$ cat src/rps_pkg.sv
// Shared constants, register map and carrier types of the resource power sequencer
package rps_pkg;

  // ----------------------------------------------------------------------------
  // Sizes and timing
  // ----------------------------------------------------------------------------
  localparam int RPS_NRES_MAX  = 8;
  localparam int RPS_NCORE_MAX = 4;
  localparam int RPS_TW        = 8;
  localparam int RPS_RT_W      = 16;
  localparam int RPS_DIV_W     = 10;
  localparam int RPS_CLK_HZ    = 25_000_000;
  localparam int RPS_LPO_HZ    = 32_768;
  // Whole cycles of clk_i per low_power_clock tick
  localparam int RPS_TICK_DIV  = RPS_CLK_HZ / RPS_LPO_HZ;

  // ----------------------------------------------------------------------------
  // Register map (byte addresses)
  // ----------------------------------------------------------------------------
  localparam logic [7:0] RPS_ADR_MIN    = 8'h00;
  localparam logic [7:0] RPS_ADR_RTMR   = 8'h04;
  localparam logic [7:0] RPS_ADR_MODE   = 8'h08;
  localparam logic [7:0] RPS_ADR_STATUS = 8'h0C;
  localparam logic [7:0] RPS_ADR_CMAP   = 8'h10;
  localparam logic [7:0] RPS_ADR_RCFG   = 8'h40;

  // Field positions
  localparam int RPS_RT_CNT_LSB   = 16;
  localparam int RPS_CFG_TOFF_LSB = 8;
  localparam int RPS_CFG_DEP_LSB  = 16;
  localparam int RPS_ST_PEND_LSB  = 8;
  localparam int RPS_ST_PWR_LSB   = 16;
  localparam int RPS_ST_WL_BIT    = 24;
  localparam int RPS_ST_BT_BIT    = 25;

  // Reset values
  localparam logic [7:0] RPS_MIN_RST  = 8'h01;
  localparam logic [7:0] RPS_TON_RST  = 8'h02;
  localparam logic [7:0] RPS_TOFF_RST = 8'h01;

  // Mode request codes
  localparam logic [1:0] RPS_MODE_ACTIVE = 2'h0;
  localparam logic [1:0] RPS_MODE_DOZE   = 2'h1;
  localparam logic [1:0] RPS_MODE_DEEP   = 2'h2;

  // ----------------------------------------------------------------------------
  // Types
  // ----------------------------------------------------------------------------
  typedef enum logic [2:0] {
    RPS_PWR_OFF     = 3'b000,
    RPS_PWR_ACTIVE  = 3'b001,
    RPS_PWR_DOZE    = 3'b010,
    RPS_PWR_SAVE    = 3'b011,
    RPS_PWR_DEEP    = 3'b100,
    RPS_PWR_RESTORE = 3'b101
  } rps_pwr_e;

  typedef struct packed {
    logic        cyc;
    logic        stb;
    logic        we;
    logic [3:0]  sel;
    logic [7:0]  adr;
    logic [31:0] dat;
  } rps_wb_req_s;

  typedef struct packed {
    logic        ack;
    logic [31:0] dat;
  } rps_wb_rsp_s;

endpackage

$ cat src/rps_sequencer.sv
// Resource power sequencer with power-state control and a Wishbone register slave
//
// Behaviour
// - Requests combine core clock requests, minimum mask and active request timer.
// - Each core clock request maps to a programmable resource set first.
// - Every resource is enabled, disabled, transitioning on or transitioning off.
// - A resource timer is zero exactly when the resource is not transitioning.
// - Starting a transition loads enable or disable delay ticks into the timer.
// - Timers count down per low_power_clock tick; zero ends the transition.
// - Zero delay ticks switch the resource immediately without a timed transition.
// - Each tick recomputes the required set through the dependency table.
// - Each tick decrements nonzero timers; zero clears transition flag, inverts on flag.
// - Enabled, unrequested resources without powered dependents start disabling.
// - Disabled, requested resources with all dependencies enabled start enabling.
// - WLAN request high powers regulators and releases WLAN reset; low holds reset.
// - Regulators stay on while either power-on request is high.
// - Doze stops main clocks; only the sequencer keeps its low-power tick.
// - Deep sleep saves state first, restores on interrupt, SDIO resume or timer.
// - Power-down shuts all regulators; only the request pins bring it back.
// - Shutdown disables all outputs and most inputs of the device.
// - Leaving shutdown is a full power-up with no retained state.
`timescale 1ns/1ps

module rps_sequencer #(
  parameter int NRES     = 8,
  parameter int NCORE    = 4,
  parameter int TICK_DIV = rps_pkg::RPS_TICK_DIV
) (
  // Clock and reset
  input  wire logic                 clk_i,
  input  wire logic                 rst_i,
  // Register bus
  input  wire rps_pkg::rps_wb_req_s wb_i,
  output rps_pkg::rps_wb_rsp_s      wb_o,
  // Power-on request pins
  input  wire logic                 wlan_power_on_request_i,
  input  wire logic                 bt_power_on_request_i,
  // Requests and wake sources
  input  wire logic [NCORE-1:0]     core_clk_req_i,
  input  wire logic                 ext_irq_i,
  input  wire logic                 sdio_resume_i,
  // Power control
  output logic                      regulator_en_o,
  output logic                      wlan_reset_n_o,
  output logic                      main_clk_en_o,
  output logic                      core_power_en_o,
  output logic                      retention_save_o,
  output logic                      retention_restore_o,
  output logic                      io_enable_o,
  // Resource status
  output logic [NRES-1:0]           resource_on_flag_o,
  output logic [NRES-1:0]           resource_transition_flag_o
);
  import rps_pkg::*;

  // ----------------------------------------------------------------------------
  // Parameter check
  // ----------------------------------------------------------------------------
  if (NRES < 1 || NRES > RPS_NRES_MAX || NCORE < 1 || NCORE > RPS_NCORE_MAX ||
      TICK_DIV < 2 || TICK_DIV > 1024) begin : g_bad_cfg
    $error("rps_sequencer: unsupported parameter values");
  end

  // ----------------------------------------------------------------------------
  // State
  // ----------------------------------------------------------------------------
  typedef struct packed {
    logic [NRES-1:0]                on;
    logic [NRES-1:0]                pend;
    logic [NRES-1:0][RPS_TW-1:0]    tmr;
    logic [NRES-1:0][RPS_TW-1:0]    ton;
    logic [NRES-1:0][RPS_TW-1:0]    toff;
    logic [NRES-1:0][NRES-1:0]      dep;
    logic [NRES-1:0]                minm;
    logic [NCORE-1:0][NRES-1:0]     cmap;
    logic [NRES-1:0]                rt_mask;
    logic [RPS_RT_W-1:0]            rt_cnt;
    logic [1:0]                     mode_req;
    logic [RPS_DIV_W-1:0]           div;
    logic                           tick;
    rps_pwr_e                       pwr;
    logic                           ack;
    logic [31:0]                    dat;
    logic                           reg_en;
    logic                           wl_rst_n;
    logic                           main_clk_en;
    logic                           core_pwr_en;
    logic                           save;
    logic                           restore;
    logic                           io_en;
  } rps_state_s;

  rps_state_s      st_q;
  rps_state_s      st_d;
  logic [NRES-1:0] req_c;
  logic [NRES-1:0] need_c;
  logic [NRES-1:0] enabled_c;
  logic            live_c;

  // ----------------------------------------------------------------------------
  // Functions
  // ----------------------------------------------------------------------------
  function automatic rps_state_s reset_state();
    rps_state_s s;
    s      = '0;
    s.pwr  = RPS_PWR_OFF;
    s.minm = RPS_MIN_RST[NRES-1:0];
    for (int r = 0; r < NRES; r++) begin
      s.ton[r]  = RPS_TON_RST;
      s.toff[r] = RPS_TOFF_RST;
    end
    return s;
  endfunction

  // Pull in everything that a requested resource depends on, transitively
  function automatic logic [NRES-1:0] expand(input logic [NRES-1:0]           r,
                                             input logic [NRES-1:0][NRES-1:0] dep);
    logic [NRES-1:0] acc;
    acc = r;
    for (int k = 0; k < NRES; k++) begin
      for (int s = 0; s < NRES; s++) begin
        if (acc[s]) begin
          acc = acc | dep[s];
        end
      end
    end
    return acc;
  endfunction

  function automatic logic has_dependent(input int                        r,
                                         input logic [NRES-1:0]           powered,
                                         input logic [NRES-1:0][NRES-1:0] dep);
    logic any;
    any = 1'b0;
    for (int s = 0; s < NRES; s++) begin
      if (dep[s][r] && powered[s]) begin
        any = 1'b1;
      end
    end
    return any;
  endfunction

  function automatic logic reg_hit(input logic [7:0] a, input logic [7:0] base, input int n);
    return a[7:2] == 6'(int'(base[7:2]) + n);
  endfunction

  function automatic logic [31:0] merge(input logic [31:0] old, input logic [31:0] nw,
                                        input logic [3:0] sel);
    logic [31:0] m;
    m = old;
    for (int b = 0; b < 4; b++) begin
      if (sel[b]) begin
        m[b*8 +: 8] = nw[b*8 +: 8];
      end
    end
    return m;
  endfunction

  // ----------------------------------------------------------------------------
  // Request gathering
  // ----------------------------------------------------------------------------
  always_comb begin
    req_c = st_q.minm;
    if (st_q.rt_cnt != '0) begin
      req_c = req_c | st_q.rt_mask;
    end
    for (int c = 0; c < NCORE; c++) begin
      if (core_clk_req_i[c]) begin
        req_c = req_c | st_q.cmap[c];
      end
    end
  end

  assign need_c    = expand(req_c, st_q.dep);
  assign enabled_c = st_q.on & ~st_q.pend;
  assign live_c    = wlan_power_on_request_i || bt_power_on_request_i;

  // ----------------------------------------------------------------------------
  // Next state
  // ----------------------------------------------------------------------------
  always_comb begin
    logic [31:0] rdat;
    logic [31:0] wdat;
    logic        access;
    logic        wake;
    logic        rt_expire;
    rdat      = '0;
    wdat      = '0;
    access    = 1'b0;
    wake      = 1'b0;
    rt_expire = 1'b0;
    st_d      = st_q;

    // Sequencer tick from the fast clock; the divider only stops in reset and power-down, so doze keeps it
    if (st_q.div == RPS_DIV_W'(TICK_DIV - 1)) begin
      st_d.div  = '0;
      st_d.tick = 1'b1;
    end else begin
      st_d.div  = st_q.div + 1'b1;
      st_d.tick = 1'b0;
    end

    if (st_q.tick && st_q.rt_cnt != '0) begin
      st_d.rt_cnt = st_q.rt_cnt - 1'b1;
      rt_expire   = (st_q.rt_cnt == RPS_RT_W'(1));
    end

    // Resource stepping; decisions use the state as it stood before this tick
    if (st_q.tick) begin
      for (int r = 0; r < NRES; r++) begin
        if (st_q.tmr[r] != '0) begin
          st_d.tmr[r] = st_q.tmr[r] - 1'b1;
          if (st_q.tmr[r] == RPS_TW'(1)) begin
            st_d.pend[r] = 1'b0;
            st_d.on[r]   = ~st_q.on[r];
          end
        end else if (!st_q.pend[r]) begin
          if (st_q.on[r] && !need_c[r] &&
              !has_dependent(r, st_q.on | st_q.pend, st_q.dep)) begin
            if (st_q.toff[r] == '0) begin
              st_d.on[r] = 1'b0;
            end else begin
              st_d.pend[r] = 1'b1;
              st_d.tmr[r]  = st_q.toff[r];
            end
          end else if (!st_q.on[r] && need_c[r] &&
                       (st_q.dep[r] & ~enabled_c) == '0) begin
            if (st_q.ton[r] == '0) begin
              st_d.on[r] = 1'b1;
            end else begin
              st_d.pend[r] = 1'b1;
              st_d.tmr[r]  = st_q.ton[r];
            end
          end
        end
      end
    end

    // Power states
    wake = ext_irq_i || sdio_resume_i || rt_expire;
    unique case (st_q.pwr)
      RPS_PWR_OFF: begin
        st_d.pwr = RPS_PWR_ACTIVE;
      end
      RPS_PWR_ACTIVE: begin
        if (st_q.mode_req == RPS_MODE_DEEP) begin
          st_d.pwr = RPS_PWR_SAVE;
        end else if (st_q.mode_req == RPS_MODE_DOZE) begin
          st_d.pwr = RPS_PWR_DOZE;
        end
      end
      RPS_PWR_DOZE: begin
        if (wake || st_q.mode_req == RPS_MODE_ACTIVE) begin
          st_d.pwr      = RPS_PWR_ACTIVE;
          st_d.mode_req = RPS_MODE_ACTIVE;
        end
      end
      RPS_PWR_SAVE: begin
        st_d.pwr = RPS_PWR_DEEP;
      end
      RPS_PWR_DEEP: begin
        if (wake) begin
          st_d.pwr = RPS_PWR_RESTORE;
        end
      end
      RPS_PWR_RESTORE: begin
        st_d.pwr      = RPS_PWR_ACTIVE;
        st_d.mode_req = RPS_MODE_ACTIVE;
      end
      default: begin
        st_d.pwr = RPS_PWR_OFF;
      end
    endcase

    // Register read view; a write merges byte lanes into this view
    access = wb_i.cyc && wb_i.stb && !st_q.ack;
    if (reg_hit(wb_i.adr, RPS_ADR_MIN, 0)) begin
      rdat[NRES-1:0] = st_q.minm;
    end
    if (reg_hit(wb_i.adr, RPS_ADR_RTMR, 0)) begin
      rdat[NRES-1:0]                    = st_q.rt_mask;
      rdat[RPS_RT_CNT_LSB +: RPS_RT_W] = st_q.rt_cnt;
    end
    if (reg_hit(wb_i.adr, RPS_ADR_MODE, 0)) begin
      rdat[1:0] = st_q.mode_req;
    end
    if (reg_hit(wb_i.adr, RPS_ADR_STATUS, 0)) begin
      rdat[NRES-1:0]                = st_q.on;
      rdat[RPS_ST_PEND_LSB +: NRES] = st_q.pend;
      rdat[RPS_ST_PWR_LSB +: 3]     = st_q.pwr;
      rdat[RPS_ST_WL_BIT]           = wlan_power_on_request_i;
      rdat[RPS_ST_BT_BIT]           = bt_power_on_request_i;
    end
    for (int c = 0; c < NCORE; c++) begin
      if (reg_hit(wb_i.adr, RPS_ADR_CMAP, c)) begin
        rdat[NRES-1:0] = st_q.cmap[c];
      end
    end
    for (int r = 0; r < NRES; r++) begin
      if (reg_hit(wb_i.adr, RPS_ADR_RCFG, r)) begin
        rdat[RPS_TW-1:0]                 = st_q.ton[r];
        rdat[RPS_CFG_TOFF_LSB +: RPS_TW] = st_q.toff[r];
        rdat[RPS_CFG_DEP_LSB +: NRES]    = st_q.dep[r];
      end
    end
    wdat     = merge(rdat, wb_i.dat, wb_i.sel);
    st_d.ack = access;
    if (access) begin
      st_d.dat = rdat;
    end
    if (access && wb_i.we) begin
      if (reg_hit(wb_i.adr, RPS_ADR_MIN, 0)) begin
        st_d.minm = wdat[NRES-1:0];
      end
      if (reg_hit(wb_i.adr, RPS_ADR_RTMR, 0)) begin
        st_d.rt_mask = wdat[NRES-1:0];
        st_d.rt_cnt  = wdat[RPS_RT_CNT_LSB +: RPS_RT_W];
      end
      if (reg_hit(wb_i.adr, RPS_ADR_MODE, 0)) begin
        st_d.mode_req = wdat[1:0];
      end
      for (int c = 0; c < NCORE; c++) begin
        if (reg_hit(wb_i.adr, RPS_ADR_CMAP, c)) begin
          st_d.cmap[c] = wdat[NRES-1:0];
        end
      end
      for (int r = 0; r < NRES; r++) begin
        if (reg_hit(wb_i.adr, RPS_ADR_RCFG, r)) begin
          st_d.ton[r]  = wdat[RPS_TW-1:0];
          st_d.toff[r] = wdat[RPS_CFG_TOFF_LSB +: RPS_TW];
          st_d.dep[r]  = wdat[RPS_CFG_DEP_LSB +: NRES];
        end
      end
    end

    // Pin-driven controls and domain enables
    st_d.reg_en      = live_c;
    st_d.wl_rst_n    = wlan_power_on_request_i;
    st_d.io_en       = 1'b1;
    st_d.main_clk_en = st_d.pwr inside {RPS_PWR_ACTIVE, RPS_PWR_SAVE, RPS_PWR_RESTORE};
    st_d.core_pwr_en = st_d.pwr != RPS_PWR_DEEP;
    st_d.save        = st_d.pwr == RPS_PWR_SAVE;
    st_d.restore     = st_d.pwr == RPS_PWR_RESTORE;

    // Both pins low is power-down: everything returns to its power-up value
    if (rst_i || !live_c) begin
      st_d = reset_state();
    end
  end

  always_ff @(posedge clk_i) begin
    st_q <= st_d;
  end

  // ----------------------------------------------------------------------------
  // Outputs
  // ----------------------------------------------------------------------------
  assign wb_o.ack                   = st_q.ack;
  assign wb_o.dat                   = st_q.dat;
  assign regulator_en_o             = st_q.reg_en;
  assign wlan_reset_n_o             = st_q.wl_rst_n;
  assign main_clk_en_o              = st_q.main_clk_en;
  assign core_power_en_o            = st_q.core_pwr_en;
  assign retention_save_o           = st_q.save;
  assign retention_restore_o        = st_q.restore;
  assign io_enable_o                = st_q.io_en;
  assign resource_on_flag_o         = st_q.on;
  assign resource_transition_flag_o = st_q.pend;

  for (genvar r = 0; r < NRES; r++) begin : g_res_chk

  end
endmodule

$ cat config.mk
export PLATFORM = sky130hd
export DESIGN_NAME = rps_sequencer
export DESIGN_NICKNAME = d
export VERILOG_FILES = /design/src/rps_pkg.sv /design/src/rps_sequencer.sv
export SDC_FILE = /design/constraint.sdc
export NUM_CORES = 1
export LEC_CHECK = 0
export BUFFER_PORTS_ARGS = -buffer_cell sky130_fd_sc_hd__buf_2
export CORE_UTILIZATION = 53
export CTS_BUF_LIST = sky130_fd_sc_hd__clkbuf_16
export CTS_CLUSTER_DIAMETER = 80
export DETAILED_ROUTE_END_ITERATION = 6
export GPL_ROUTABILITY_DRIVEN = 1
export PLACE_DENSITY = 0.8
export SLEW_MARGIN = 20
export SYNTH_ARGS = -nofsm -noshare
export SYNTH_HDL_FRONTEND = slang
export SYNTH_SLANG_ARGS = --single-unit
$ cat constraint.sdc
create_clock -name clk_i -period 37.6 [get_ports clk_i]
set_input_delay 3.76 -clock clk_i [delete_from_list [all_inputs] [get_ports clk_i]]
set_output_delay 3.76 -clock clk_i [all_outputs]
set_load 0.01 [all_outputs]
After elaboration in Yosys (flattened, before gate mapping)
Cells that the tools add are included.
Storage, ports and cells
  word-level logic and storage cells: 820
  register bits: 392
  bits of input ports: 57
  output and inout port bits: 56
Cells by class
  muxes and demuxes: 353
  add/subtract/negate cells: 10
  bitwise gates (word level): 89
  reduce and logical (&&, ||, !) cells: 224
  equality and inequality tests: 76
Operator list (number)
  $mux W8: 127
  $or A8 B8 Y8: 70
  $mux W1: 203
  $logic_not A8 Y1: 24
  $mux W24: 8
  $logic_and A1 B1 Y1: 100
  $and A8 B8 Y8: 9
  $eq A8 B1 Y1 const B: 8
  $reduce_bool A8 Y1: 8
  $sub A8 B1 Y8 const B: 8
  $ne A3 B3 Y1 const B: 17
  $reduce_bool A3 Y1: 17
  $eq A6 B5 Y1 const B: 8
  $mux W16: 3
  $reduce_and A6 Y1: 8
  $reduce_and A2 Y1: 22
  $reduce_and A5 Y1: 8
  $ne A2 B1 Y1 const B: 16
  $logic_not A1 Y1: 26
  $eq A6 B3 Y1 const B: 4
  $ne A3 B2 Y1 const B: 8
  $mux W19: 1
  $mux W18: 1
  $eq A16 B1 Y1 const B: 1
  other kinds (22): 47

Logic depth before layout (Yosys ltp)
  depth in word-level cells: 144
  depth in mapped cells: 60

Worst setup path before layout
No wires, ideal clock.
  kind: input port to flip-flop
  start point: input core_clk_req_i[0]
  end point: register st_q[337] (netlist bit)
  path buffers: 3
  path slack: 21.172 ns
  stages: 59
  arrival time: 16.301 ns
  cell sequence: clkbuf_1 > a222oi_1 > and3b_1 > a41oi_2 > a221o_1 > a21oi_2 > o21ai_2 > a221oi_2 > o21ai_2 > a21o_1 > a221o_1 > a21oi_4 > o21ai_2 > a21oi_1 > o21ai_2 > a21oi_2 > o21ai_2 > a21o_1 > (+23 left out) > a21o_1 > a221o_1 > a21oi_4 > o21a_1 > a21boi_2 > o21ai_2 > a21o_1 > a221o_1 > or2_1 > clkbuf_1 > a221o_1 > o21a_1 > or2_1 > buf_2 > a21o_1 > a211oi_2 > mux2i_1 > nor2_1
On the way
  cells in the longest elaborated chain, start to end: 141
RTL lines
  from (decl): line rps_sequencer.sv:39  | input wire logic [NCORE-1:0] core_clk_req_i,
  $mux W8 (*): line rps_sequencer.sv:168  | if (core_clk_req_i[c]) begin
  $or A8 B8 Y8: line rps_sequencer.sv:169  | req_c = req_c | st_q.cmap[c];
  $mux W8 (*): line rps_sequencer.sv:168
  $or A8 B8 Y8: line rps_sequencer.sv:169
  $mux W8 (*): line rps_sequencer.sv:168
  $or A8 B8 Y8: line rps_sequencer.sv:169
  $mux W8 (*): line rps_sequencer.sv:168
  $or A8 B8 Y8: line rps_sequencer.sv:123  | acc = acc | dep[s];
  (+124 left out)
  $mux W8 (*): line rps_sequencer.sv:122  | if (acc[s]) begin
  $or A8 B8 Y8: line rps_sequencer.sv:123
  $mux W8 (*): line rps_sequencer.sv:122
  $logic_not A1 Y1: line rps_sequencer.sv:218  | if (st_q.on[r] && !need_c[r] &&
  $logic_and A1 B1 Y1 (2 in a row): line rps_sequencer.sv:218
  $mux W8: line rps_sequencer.sv:218
  $mux W8: line rps_sequencer.sv:217  | end else if (!st_q.pend[r]) begin
  $mux W8: line rps_sequencer.sv:211  | if (st_q.tmr[r] != '0) begin
  to (signal assigned): line rps_sequencer.sv:352  | st_q <= st_d;
  to (decl): line rps_sequencer.sv:93  | rps_state_s st_q;
Every way passes the cells marked *; elsewhere a longest branch is shown, timed or not. The select of a mux whose other input is x is not followed.
A chain may end at the register's enable or synchronous reset.

Worst setup path after layout
Ends and elaborated chain as after synthesis.

==> metrics.csv <==
stage,metric,value,unit
logic_synthesis,Synth Register Bits,392,
clocking,clock latency on the worst-skew pair,0.62,ns
setup_path,crit-path max FO,9,
clocking,Resized cells post-CTS,0,
timing,FMAX,50.9,MHz
clocking,CTS tree,built,
finish,fraction of layout cells with a size suffix above 1,0.112,
setup_path,r2r endpoint,st_q[315],
finish,Register Area,7850,sq um
run_status,violated checks,design-rule violations,
timing,Slew HR,0.143,
finish,Final Util,0.581,
setup_path,Crit path top cell by count,o21ai_2,
clocking,CTS buffer count,44,
logic_synthesis,Synth Flop Type,dfxtp_1,
clocking,Post-CTS Setup Repair Bufs,0,
setup_path,"Arr. time, crit path",20.08,ns
hold_path,min-delay src,wb_o[10],
placement,detailed placement HPWL,68400,um
setup_path,Critical Path Slowest Stage Cell,a21boi_1,
clocking,H-tree levels,2,
run_status,status,"finished, violations left",
logic_synthesis,"Seq/Total Area, Yosys",0.338,
timing,TNS Setup,0,ns
logic_synthesis,most frequent cell after synthesis,nand2_1,
timing,max-slew violation count,0,
power,VDD IR-drop max,36.0,uV
logic_synthesis,cell area after synthesis,23200,sq um
finish,Multi-input gate area,14000,sq um
floorplanning,number of I/O pins,113,
grt,initial antenna violation count,3,
floorplanning,# rows,76,
logic_synthesis,synthesized instance count,3041,
finish,Final nets,3062,
hold_path,hold path cells,2,
grt,vias in the first global route,23492,
drt,DRT Wirelength,98800,um
grt,pin count of the biggest net entering global routing,218,
power,PwrDens,34.7,nW/um^2
drt,via count,25632,
logic_synthesis,Yosys cell types,87,
grt,remaining global-route overflow,0,
finish,Area Overhead vs Synth,7.93,%
floorplanning,die area,44700,sq um
clocking,clock-pin slew on the worst setup and hold paths,0.06,ns
logic_synthesis,Mapped Nets,3126,
drt,WL/cell,27.5,um
timing,RSZ-0062 raised after global routing,false,
logic_synthesis,ys async rst share,0,
finish,Fillers,3997,
clocking,Sinks on Clock Net,392,
logic_synthesis,Area contributors post-synth,"dfxtp_1 (34%), nand2_1 (8.0%), a21oi_1 (7.7%)",
drt,Routed Antenna Nets,0,
floorplanning,Core ar.,43200,sq um
floorplanning,DIE HEIGHT,211,um
placement,I/O Buffers,110,
drt,DRC violations left,18,
hold_path,Hold WC Path Type,flop to flop,
clocking,hold_buf cts,0,
clocking,CTS Root Cell,clkbuf_16,
floorplanning,starting density of the core,0.538,
drt,Initial DRT Pass Iterations,7,
placement,gpl congestion,1.11,
grt,first-pass GRT wire length,146000,um
timing,final worst-path cycle share,0.522,
logic_synthesis,dominant cell type by area after synthesis,dfxtp_1,
timing,clock skew,0.0161,ns
grt,total global-route track usage,0.435,
setup_path,"reg-to-reg slack, setup",20.75,ns
setup_path,Startpoint Class,input pin,
logic_synthesis,number of flops mapped to enable cells by yosys,0,
flow_run,MaxCap Viol Count,0,
setup_path,Crit. End Element,flop,
drt,vias per inst,7.13,
logic_synthesis,syn avg cell area,7.64,sq um
setup_path,required time worst endpoint,38.05,ns
logic_synthesis,synth cell count leaders,"nand2_1 (496), dfxtp_1 (392), a21oi_1 (358)",
setup_path,Crit Path Category,input pin to flop,
drt,DRT iter0 DRCs,4632,
setup_path,Crit path largest cell delay,0.65,ns
timing,Worst Max-Slew Pin Slew,1.29,ns
setup_path,R2R cell count,56,
timing,Final min period,19.63,ns
logic_synthesis,"Warnings, synthesis",0,
power,leak pwr,8.70,nW
hold_path,hold worst-path end,wb_o[10],
timing,"Setup violations, final",0,
floorplanning,DIE WIDTH,211,um
clocking,Max Buffers Root-to-Sink,3,
timing,Fin. Hold Viols,0,
timing,worst hold slack,0.452,ns
setup_path,worst reg2reg startpoint,st_q[66],
logic_synthesis,top-area cell type share of the netlist area,0.338,
## worst max-delay path by stage
stage	startpoint	end	slack, ns	depth (start not counted)
2_1_floorplan	core_clk_req_i[0]	st_q[337]	21.17	59
3_3_place_gp	core_clk_req_i[0]	st_q[337]	18.28	57
3_5_place_dp	core_clk_req_i[0]	st_q[351]	18.18	58
4_1_cts	core_clk_req_i[0]	st_q[351]	18.74	58
5_1_grt	core_clk_req_i[0]	st_q[337]	17.12	57
6_report	core_clk_req_i[0]	st_q[337]	17.97	57
## where the power goes
group | internal [mW] | switching [mW]
logic | 0.0102 | 0.0352
registers | 0.417 | 0.00137
clock network | 0.217 | 0.188
total | 0.644 | 0.224
## stage by stage
| step | cell area, sq um | instances | setup WS, ns | power, mW |
|---|---|---|---|---|
| floorplan | 23200 | 3041 | 21.17 | 0.453 |
| global placement | 23700 | 3516 | 18.28 | 0.469 |
| detailed placement | 23700 | 3516 | 18.18 | 0.470 |
| CTS | 25000 | 3594 | 18.74 | 0.863 |
| global route | 25100 | 3594 | 17.12 | 0.886 |
| finish | 25100 | 3596 | 17.97 | 0.869 |
## area by class of cell
class                           count  share of cell area
Clock buffer                       45              0.0449
Antenna cell                        2            0.000200
Sequential cell                   392               0.313
Timing Repair Buffer              154              0.0356
Clock inverter                     33             0.00679
Multi-Input combinational cell   2307               0.558
Inverter                           78              0.0117
Tap cell                          585              0.0292
## registers in the layout, indices dropped and copies added (netlist names)
name	cells
st_q	336
wb_o	33
resource_on_flag_o	8
resource_transition_flag_o	8
core_power_en_o	1
io_enable_o	1
main_clk_en_o	1
regulator_en_o	1
retention_restore_o	1
retention_save_o	1
wlan_reset_n_o	1
## cells by family (layout without fill, tap and decap cells)
group / count (synthesis) / after routing / synth area share
adder cells (fa/ha/maj): 28 / 28 / 0.0151
AND/OR/NAND/NOR: 1078 / 1078 / 0.206
flip-flops: 392 / 392 / 0.338
XOR/XNOR: 16 / 16 / 0.00604
buffers and inverters: 342 / 310 / 0.0639
other: 0 / 2 / 0
multiplexers: 122 / 122 / 0.0595
AO/OA/AOI/OAI: 1063 / 1063 / 0.312
## worst max-delay path: cells and delay by family
| family | cells | cell delay, ns |
|---|---|---|
| simple gates | 4 | 0.69 |
| compound gates | 51 | 15.07 |
| buf+inv | 1 | 0.24 |
| mux | 1 | 0.25 |
## layout by cell type, fill, tap and decap left out, drive strengths merged, types with 12 or more instances in the layout
cell type	netlist	layout
nand2	496	496
dfxtp	392	392
a21oi	375	375
nor2	278	278
o21ai	177	177
buf	77	154
a211oi	104	104
inv	78	92
mux2i	84	84
a22oi	78	78
a221oi	78	78
nor3	60	60
nand3	45	45
clkbuf	187	45
a221o	44	44
nor4	33	33
o211ai	31	31
ha	28	28
mux2	28	28
a22o	25	25
or2	21	21
a21o	19	19
nand2b	18	18
or4	17	17
or3	16	16
and2	16	16
clkinv	0	16
nand4	15	15
nor2b	14	14
and3	13	13
o21a	13	13
o31ai	13	13
nand3b	12	12
## routing by layer
metal	part of all wire	global-route usage	wire [um]
met1	0.35	0.532	34900
met2	0.42	0.645	41300
met3	0.14	0.140	13700
met4	0.090	0.308	8860
met5	0.00026	0	26
Power figures use the tool's default switching activity.
